`config.mk`:
```
export PLATFORM = sky130hd
export DESIGN_NAME = pdlf_top
export DESIGN_NICKNAME = d
export VERILOG_FILES = /design/src/hdl/pdlf_fifo.v /design/src/hdl/pdlf_top.v
export VERILOG_INCLUDE_DIRS = /design/src /design/src/hdl
export SDC_FILE = /design/constraint.sdc
export NUM_CORES = 2
export LEC_CHECK = 0
export ABC_AREA = 1
export BUFFER_PORTS_ARGS = -buffer_cell sky130_fd_sc_hd__clkbuf_2
export CAP_MARGIN = 25
export CORE_ASPECT_RATIO = 0.7
export CORE_MARGIN = 3
export CORE_UTILIZATION = 66
export CTS_CLUSTER_SIZE = 40
export DETAILED_ROUTE_END_ITERATION = 10
export PLACE_DENSITY_LB_ADDON = 0.25
export SKIP_CTS_REPAIR_TIMING = 1
export SLEW_MARGIN = 20
export SYNTH_ARGS = -nofsm -noshare
export SYNTH_HDL_FRONTEND = slang
export SYNTH_SLANG_ARGS = --single-unit
```
`constraint.sdc`:
```
create_clock -name sys_clk_i -period 4.43 [get_ports sys_clk_i]
set_clock_uncertainty 0.05 [all_clocks]
set_input_delay 1.1075 -clock sys_clk_i [delete_from_list [all_inputs] [get_ports sys_clk_i]]
set_output_delay 1.1075 -clock sys_clk_i [all_outputs]
set_load 0.02 [all_outputs]
```
`src/hdl/pdlf_defines.vh`:
```
// Constants of the packet-path latency buffer of one transceiver port.
// Assumes a single 40 MHz clock; all latency figures are in ns.
`ifndef PDLF_DEFINES_VH
`define PDLF_DEFINES_VH

// ****************************************************************
// Clock and speed codes
// ****************************************************************
`define PDLF_CLK_NS 25
`define PDLF_SPD_10 2'h0
`define PDLF_SPD_100 2'h1
`define PDLF_SPD_1000 2'h2

// ****************************************************************
// Minimum latencies with field at 00
// ****************************************************************
`define PDLF_CU_SG_1000_NS 292
`define PDLF_CU_SG_100_NS 620
`define PDLF_CU_SG_10_NS 4817
`define PDLF_SG_CU_1000_NS 192
`define PDLF_SG_CU_100_NS 528
`define PDLF_SG_CU_10_NS 3822
`define PDLF_CU_QS_1000_NS 308
`define PDLF_CU_QS_100_NS 628
`define PDLF_CU_QS_10_NS 4825
`define PDLF_QS_CU_1000_NS 222
`define PDLF_QS_CU_100_NS 506
`define PDLF_QS_CU_10_NS 3827

// ****************************************************************
// Latency field steps
// ****************************************************************
`define PDLF_STEP_1000_NS 8
`define PDLF_STEP_100_NS 40
`define PDLF_STEP_10_NS 400

// ****************************************************************
// Buffer and entry layout
// ****************************************************************
`define PDLF_FIFO_DEPTH 32
`define PDLF_STAMP_W 16
`define PDLF_E_DATA_LSB 0
`define PDLF_E_EOP 8
`define PDLF_E_SOP 9
`define PDLF_E_STAMP_LSB 10
`define PDLF_RST_VAL 1'b0

`endif

```
`src/hdl/pdlf_fifo.v`:
```
// Flip-flop FIFO with valid/ready on both sides.
// Assumes one clock and a synchronous active-low reset copy.
`timescale 1ns/1ps
module pdlf_fifo #(
	parameter WIDTH = 26,
	parameter DEPTH = 32,
	parameter AW = 5
)(
	input wire sys_clk_i,
	input wire rst_n_i,
	input wire in_valid_i,
	output wire in_ready_o,
	input wire [WIDTH-1:0] in_data_i,
	output wire out_valid_o,
	input wire out_ready_i,
	output wire [WIDTH-1:0] out_data_o
);
	reg [WIDTH-1:0] mem_reg [0:DEPTH-1];
	reg [AW:0] wr_ptr_reg;
	reg [AW:0] rd_ptr_reg;
	wire empty;
	wire full;
	wire push;
	wire pop;

	// ****************************************************************
	// Status and storage
	// ****************************************************************
	assign empty = (wr_ptr_reg == rd_ptr_reg);
	assign full = (wr_ptr_reg[AW-1:0] == rd_ptr_reg[AW-1:0]) &
		(wr_ptr_reg[AW] != rd_ptr_reg[AW]);
	assign in_ready_o = ~full;
	assign out_valid_o = ~empty;
	assign out_data_o = mem_reg[rd_ptr_reg[AW-1:0]];
	assign push = in_valid_i & ~full;
	assign pop = out_valid_o & out_ready_i;

	always @(posedge sys_clk_i or negedge rst_n_i)
	begin
		if (!rst_n_i)
		begin
			wr_ptr_reg <= {(AW+1){1'b0}};
			rd_ptr_reg <= {(AW+1){1'b0}};
		end
		else
		begin
			if (push)
				wr_ptr_reg <= wr_ptr_reg + 1'b1;
			if (pop)
				rd_ptr_reg <= rd_ptr_reg + 1'b1;
		end
	end

	// Storage has no reset; only pointers define contents
	always @(posedge sys_clk_i)
	begin
		if (push)
			mem_reg[wr_ptr_reg[AW-1:0]] <= in_data_i;
	end
endmodule // pdlf_fifo

```
`src/hdl/pdlf_top.v`:
```
// Latency-controlled packet path of one port, both directions.
// Channel 0 runs copper to serial, channel 1 serial to copper.
// Assumes line decoding and serial coding sit outside; inputs are
// synchronous to sys_clk_i and carry one byte per accepted word.
`timescale 1ns/1ps
`include "pdlf_defines.vh"
module pdlf_top #(
	parameter FIFO_DEPTH = `PDLF_FIFO_DEPTH,
	parameter FIFO_AW = 5
)(
	input wire sys_clk_i,
	input wire rst_n_i,
	input wire [1:0] speed_i,
	input wire quad_mode_i,
	input wire [1:0] lat_cu2ser_i,
	input wire [1:0] lat_ser2cu_i,
	input wire [3:0] cu_rx_pair_vld_i,
	input wire [7:0] cu_rx_data_i,
	input wire cu_rx_sop_i,
	input wire cu_rx_eop_i,
	input wire cu_rx_dribble_i,
	output wire cu_rx_ready_o,
	output wire ser_tx_valid_o,
	input wire ser_tx_ready_i,
	output wire [7:0] ser_tx_data_o,
	output wire ser_tx_sop_o,
	output wire ser_tx_eop_o,
	input wire ser_rx_valid_i,
	input wire [7:0] ser_rx_data_i,
	input wire ser_rx_sop_i,
	input wire ser_rx_eop_i,
	output wire ser_rx_ready_o,
	output wire cu_tx_valid_o,
	input wire cu_tx_ready_i,
	output wire [7:0] cu_tx_data_o,
	output wire cu_tx_sop_o,
	output wire cu_tx_eop_o
);
	localparam SW = `PDLF_STAMP_W;
	localparam EW = SW + 10;

	reg rst_meta_reg;
	reg rst_sync_reg;
	reg [SW-1:0] now_reg;
	wire rst_n;
	wire cu_in_ok;
	wire cu_in_drop;
	wire [1:0] in_vld;
	wire [1:0] in_keep;
	wire [1:0] in_rdy;
	wire [15:0] in_data;
	wire [1:0] in_sop;
	wire [1:0] in_eop;
	wire [1:0] out_rdy;
	wire [1:0] out_vld;
	wire [15:0] out_data;
	wire [1:0] out_sop;
	wire [1:0] out_eop;

	// ****************************************************************
	// Reset release and free-running cycle stamp
	// ****************************************************************
	always @(posedge sys_clk_i or negedge rst_n_i)
	begin
		if (!rst_n_i)
		begin
			rst_meta_reg <= `PDLF_RST_VAL;
			rst_sync_reg <= `PDLF_RST_VAL;
		end
		else
		begin
			rst_meta_reg <= 1'b1;
			rst_sync_reg <= rst_meta_reg;
		end
	end
	assign rst_n = rst_sync_reg;

	always @(posedge sys_clk_i or negedge rst_n)
	begin
		if (!rst_n)
			now_reg <= {SW{1'b0}};
		else
			now_reg <= now_reg + 1'b1;
	end

	// ****************************************************************
	// Latency target in ns per direction, interface, speed and field
	// ****************************************************************
	function [15:0] target_ns;
		input dir;
		input quad;
		input [1:0] spd;
		input [1:0] fld;
		reg [15:0] base;
		reg [15:0] step;
		reg [17:0] add;
		begin
			base = 16'h0000;
			step = 16'h0000;
			add = 18'h00000;
			case ({dir, quad, spd})
			{1'b0, 1'b0, `PDLF_SPD_1000}: base = 16'd`PDLF_CU_SG_1000_NS;
			{1'b0, 1'b0, `PDLF_SPD_100}: base = 16'd`PDLF_CU_SG_100_NS;
			{1'b0, 1'b0, `PDLF_SPD_10}: base = 16'd`PDLF_CU_SG_10_NS;
			{1'b1, 1'b0, `PDLF_SPD_1000}: base = 16'd`PDLF_SG_CU_1000_NS;
			{1'b1, 1'b0, `PDLF_SPD_100}: base = 16'd`PDLF_SG_CU_100_NS;
			{1'b1, 1'b0, `PDLF_SPD_10}: base = 16'd`PDLF_SG_CU_10_NS;
			{1'b0, 1'b1, `PDLF_SPD_1000}: base = 16'd`PDLF_CU_QS_1000_NS;
			{1'b0, 1'b1, `PDLF_SPD_100}: base = 16'd`PDLF_CU_QS_100_NS;
			{1'b0, 1'b1, `PDLF_SPD_10}: base = 16'd`PDLF_CU_QS_10_NS;
			{1'b1, 1'b1, `PDLF_SPD_1000}: base = 16'd`PDLF_QS_CU_1000_NS;
			{1'b1, 1'b1, `PDLF_SPD_100}: base = 16'd`PDLF_QS_CU_100_NS;
			{1'b1, 1'b1, `PDLF_SPD_10}: base = 16'd`PDLF_QS_CU_10_NS;
			default: base = 16'h0000;
			endcase
			case (spd)
			`PDLF_SPD_1000: step = 16'd`PDLF_STEP_1000_NS;
			`PDLF_SPD_100: step = 16'd`PDLF_STEP_100_NS;
			`PDLF_SPD_10: step = 16'd`PDLF_STEP_10_NS;
			default: step = 16'h0000;
			endcase
			// Field 00 is the minimum; each step adds one speed increment
			add = {16'h0000, fld} * {2'h0, step};
			target_ns = base + add[15:0];
		end
	endfunction

	// ****************************************************************
	// Input qualification
	// ****************************************************************
	// Gigabit words count from the last of the four deskewed pairs
	assign cu_in_ok = (speed_i == `PDLF_SPD_1000) ?
		(&cu_rx_pair_vld_i) : cu_rx_pair_vld_i[0];
	// At 10M, dribble nibbles past frame alignment are consumed, never stored
	assign cu_in_drop = (speed_i == `PDLF_SPD_10) & cu_rx_dribble_i;

	assign in_vld = {ser_rx_valid_i, cu_in_ok};
	assign in_keep = {1'b1, ~cu_in_drop};
	assign in_data = {ser_rx_data_i, cu_rx_data_i};
	assign in_sop = {ser_rx_sop_i, cu_rx_sop_i};
	assign in_eop = {ser_rx_eop_i, cu_rx_eop_i};
	assign out_rdy = {cu_tx_ready_i, ser_tx_ready_i};
	assign cu_rx_ready_o = in_rdy[0];
	assign ser_rx_ready_o = in_rdy[1];
	assign ser_tx_valid_o = out_vld[0];
	assign ser_tx_data_o = out_data[7:0];
	assign ser_tx_sop_o = out_sop[0];
	assign ser_tx_eop_o = out_eop[0];
	assign cu_tx_valid_o = out_vld[1];
	assign cu_tx_data_o = out_data[15:8];
	assign cu_tx_sop_o = out_sop[1];
	assign cu_tx_eop_o = out_eop[1];

	// ****************************************************************
	// Per-direction elastic buffer and timed release
	// ****************************************************************
	genvar d;
	generate
		for (d = 0; d < 2; d = d + 1)
		begin : g_dir
			wire [EW-1:0] wr_word;
			wire [EW-1:0] rd_word;
			wire fifo_rdy;
			wire fifo_vld;
			wire [SW-1:0] age;
			wire [20:0] age_ns;
			wire [15:0] tgt;
			wire [1:0] fld;
			wire due;
			wire pop;
			reg vld_reg;
			reg [7:0] data_reg;
			reg sop_reg;
			reg eop_reg;

			// Word stamped on arrival; stalls push release later
			assign wr_word = {now_reg, in_sop[d], in_eop[d],
				in_data[d*8 +: 8]};
			assign in_rdy[d] = fifo_rdy;

			pdlf_fifo #(
				.WIDTH(EW),
				.DEPTH(FIFO_DEPTH),
				.AW(FIFO_AW)
			) u_fifo (
				.sys_clk_i(sys_clk_i),
				.rst_n_i(rst_n),
				.in_valid_i(in_vld[d] & in_keep[d]),
				.in_ready_o(fifo_rdy),
				.in_data_i(wr_word),
				.out_valid_o(fifo_vld),
				.out_ready_i(pop),
				.out_data_o(rd_word)
			);

			assign fld = (d == 0) ? lat_cu2ser_i : lat_ser2cu_i;
			assign tgt = target_ns((d == 1), quad_mode_i, speed_i, fld);
			assign age = now_reg - rd_word[`PDLF_E_STAMP_LSB +: SW];
			assign age_ns = {5'h00, age} * 21'd25;
			// Output register adds one cycle, so release one cycle early.
			// Each word carries its own stamp, so the end delimiter sees
			// the same delay as the start only with no rate offset.
			assign due = (age_ns + 21'd`PDLF_CLK_NS) >= {5'h00, tgt};
			assign pop = fifo_vld & due & (~vld_reg | out_rdy[d]);

			always @(posedge sys_clk_i or negedge rst_n)
			begin
				if (!rst_n)
				begin
					vld_reg <= 1'b0;
					data_reg <= 8'h00;
					sop_reg <= 1'b0;
					eop_reg <= 1'b0;
				end
				else if (pop)
				begin
					vld_reg <= 1'b1;
					data_reg <= rd_word[`PDLF_E_DATA_LSB +: 8];
					sop_reg <= rd_word[`PDLF_E_SOP];
					eop_reg <= rd_word[`PDLF_E_EOP];
				end
				else if (out_rdy[d])
					vld_reg <= 1'b0;
			end

			assign out_vld[d] = vld_reg;
			assign out_data[d*8 +: 8] = data_reg;
			assign out_sop[d] = sop_reg;
			assign out_eop[d] = eop_reg;
		end
	endgenerate
endmodule // pdlf_top

```
==> flow_metrics.env <==
export IMPL_fillCellCount=5704
export IMPL_synth_cell_types=51
export IMPL_areaGrowthSynthToFinish_pct=20.2
export IMPL_crit_path_end_kind="flop"
export IMPL_relSlewSlack_pct=25.7
export IMPL_synth_top_area_share_pct=67.1
export IMPL_place_ws_ns=-2.17
export IMPL_postPlaceCellArea_mm2=0.0816
export IMPL_timing_final_ws_setup_ns=-2.30
export IMPL_cts_tree="built"
export IMPL_post_route_period_util_pct=152
export IMPL_synth_edf_count=1664
export IMPL_crit_family="adder cells"
export IMPL_nets=6968
export IMPL_cpPeakStageDelay_ns=0.55
export IMPL_clock_sinks=1728
export IMPL_finalHoldViolations=0
export IMPL_grt_pass1_wl_um=312000
export IMPL_portBuffers=60
export IMPL_coreArea_mm2=0.111
export IMPL_grt_util_met1_pct=51.7
export IMPL_vias_per_cell=6.62
export IMPL_clockBufferDepth=3
export IMPL_grt_use_met2_pct=50.3
export IMPL_grt_overflow_total=0
export IMPL_r2r_start="g_dir[0].u_fifo.rd_ptr_reg[0]"
export IMPL_path_buf_inv=8
export IMPL_grt_pass1_vias=51700
export IMPL_die_w_um=408
export IMPL_yosys_warnings=0
export IMPL_fin_cells=8339
export IMPL_hold_path_class="in -> async"
export IMPL_ios=61
export IMPL_wire_per_inst_um=26.6
export IMPL_slew_viol_final=0
export IMPL_syn_area_mm2=0.0745
export IMPL_die_h_um=287
export IMPL_grt_usage_pct=35.5
export IMPL_cts_htree_levels=4
export IMPL_cts_clk_slew_worst_paths_ns=0.06
export IMPL_syn_num_nets=6379
export IMPL_setup_viol=34
export IMPL_timing_max_cap_violations=0
export IMPL_grt_max_degree=79
export IMPL_async_flop_share_pct=3.70
export IMPL_max_freq_mhz=149
export IMPL_seq_area_frac_synth_pct=69.2
export IMPL_antenna_found_initial=1
export IMPL_regToRegSetupSlack_ns=-2.30
export IMPL_dp_cells=7969
export IMPL_num_vias=55200
export IMPL_insertion_delay_ns=0.80
export IMPL_place_congestion=0.947
export IMPL_die_area_mm2=0.117
export IMPL_first_iter_violations=9458
export IMPL_start_util_pct=67.0
export IMPL_wl_um=222000
export IMPL_met3_usage_pct=13.6
export IMPL_grt_setup_unrepaired="yes"
export IMPL_drcViolationCount=0
export IMPL_syn_inst=6112
export IMPL_worstPathArrival_ns=7.33
export IMPL_multiInputGateArea_mm2=0.0225
export IMPL_post_route_cell_area_mm2=0.0896
export IMPL_r2r_cells=36
export IMPL_rr_endpoint="ser_tx_data_o[2]"
export IMPL_synth_flop_cell="edfxtp_1"
export IMPL_worstSetupStartpointType="flop"
export IMPL_synth_area_leaders="edfxtp_1 (67%), o21ai_0 (6.1%), nor2_1 (5.2%)"
export IMPL_avgSynthCellArea_um2=12.2
export IMPL_path_max_fanout=13
export IMPL_seqCellArea_mm2=0.0516
export IMPL_period_minus_slack_ns=6.73
export IMPL_utilization_pct=80.5
export IMPL_largest_register_ffs=1664
export IMPL_drive_gt1_share_pct=21.2
export IMPL_yosys_area_top_type="edfxtp_1"
export IMPL_path_class="reg -> reg"
export IMPL_worst_pin_slew_ns=1.11
export IMPL_status="finished, violations left"
export IMPL_numCtsBuffers=152
export IMPL_ys_seq_elements=1728
export IMPL_antenna_left=0
export IMPL_busiest_layer="met1"
export IMPL_num_rows=102
export IMPL_violations="setup timing"
export IMPL_critical_path_slowest_cell="dfrtp_4"
export IMPL_dp_final_hpwl_um=131000
export IMPL_root_buffer="clkbuf_16"
export IMPL_critPathRequiredTime_ns=5.03
export IMPL_dr_pass1_iters=6
-- through the flow --
stage	hold slack [ns]	setup TNS, ns
after global placement	0.295	-64.92
after CTS	0.0248	-72.65
after global routing	0.0375	-82.10
final	0.0647	-71.73
after detailed placement	0.299	-71.10
after floorplan	0.281	-44.21
-- synthesized netlist by cell type, types with 5 or more instances --
library cell	instances
a21o_1	6
a21oi_1	108
a21oi_2	5
a31oi_1	14
buf_1	15
buf_2	112
buf_4	17
clkbuf_1	206
clkinv_1	5
dfrtp_1	64
edfxtp_1	1664
fa_1	26
ha_1	204
inv_1	236
inv_2	6
nand2_1	573
nand2_2	31
nand3_1	171
nand3b_1	6
nand4_1	65
nor2_1	1039
nor3_1	20
o211ai_1	32
o21ai_0	904
o21ai_1	28
o21bai_1	8
o221ai_1	108
o22ai_1	293
xnor2_1	22
xor2_1	79
-- cell families (layout without fill, tap and decap cells) --
| kind of cell | count (synthesis) | after routing | share of synthesized area, % |
|---|---|---|---|
| AO/OA/AOI/OAI | 1516 | 1516 | 11.5 |
| other | 1 | 2 | 0.00503 |
| flip-flops | 1728 | 1728 | 69.2 |
| AND/OR/NAND/NOR | 1931 | 1935 | 10.6 |
| XOR/XNOR | 103 | 103 | 1.23 |
| buffers and inverters | 601 | 1315 | 3.36 |
| multiplexers | 2 | 2 | 0.0269 |
| adder cells (fa/ha/maj) | 230 | 230 | 4.12 |
-- how the worst max path moves through the flow --
| stage | from | to | slack (ns) | cells past startpoint |
|---|---|---|---|---|
| after floorplan | g_dir[1].u_fifo.rd_ptr_reg[0] | cu_tx_valid_o | -1.41 | 40 |
| after global placement | g_dir[0].u_fifo.rd_ptr_reg[0] | ser_tx_data_o[6] | -1.99 | 36 |
| after detailed placement | g_dir[0].u_fifo.rd_ptr_reg[0] | ser_tx_sop_o | -2.17 | 36 |
| after CTS | g_dir[0].u_fifo.rd_ptr_reg[0] | ser_tx_sop_o | -2.26 | 36 |
| after global routing | g_dir[0].u_fifo.rd_ptr_reg[0] | ser_tx_sop_o | -2.56 | 36 |
| final | g_dir[0].u_fifo.rd_ptr_reg[0] | ser_tx_data_o[2] | -2.30 | 36 |
-- layout by cell type, fill, tap and decap left out, types with 62 or more instances in the layout --
cell       synthesis  final
nand3_1          171    146
ha_1             204    141
o221ai_1         108    100
buf_12             2     83
nand2_2           31     72
a21oi_1          108     83
nand2_1          573    526
ha_4               0     62
xor2_1            79     67
o21ai_1           28     64
nor2_2             4     64
nand4_1           65     65
clkbuf_16          0    164
buf_4             17    574
nor2_1          1039    952
o21ai_0          904    839
o22ai_1          293    291
inv_1            236    206
edfxtp_1        1664   1664
-- cell type report --
type / instances / area share, %
inverters: 247 / 1.11
repair buffers: 778 / 8.23
clock buffers: 185 / 4.42
repair inverters: 7 / 0.0936
multi-input cells: 3787 / 25.1
well taps: 1508 / 2.11
diodes: 1 / 0.00279
flip-flops and latches: 1728 / 57.6
clock inverters: 98 / 1.33
-- metal layers --
metal | vias up | share of wire [%]
li1 | 23500 | -
met1 | 26300 | 36
met2 | 4707 | 43
met3 | 637 | 18
met4 | 0 | 2.9
met5 | - | 0
Power is not shown: default switching activity piles up to over one toggle a cycle in this logic, so the estimate is an artifact.
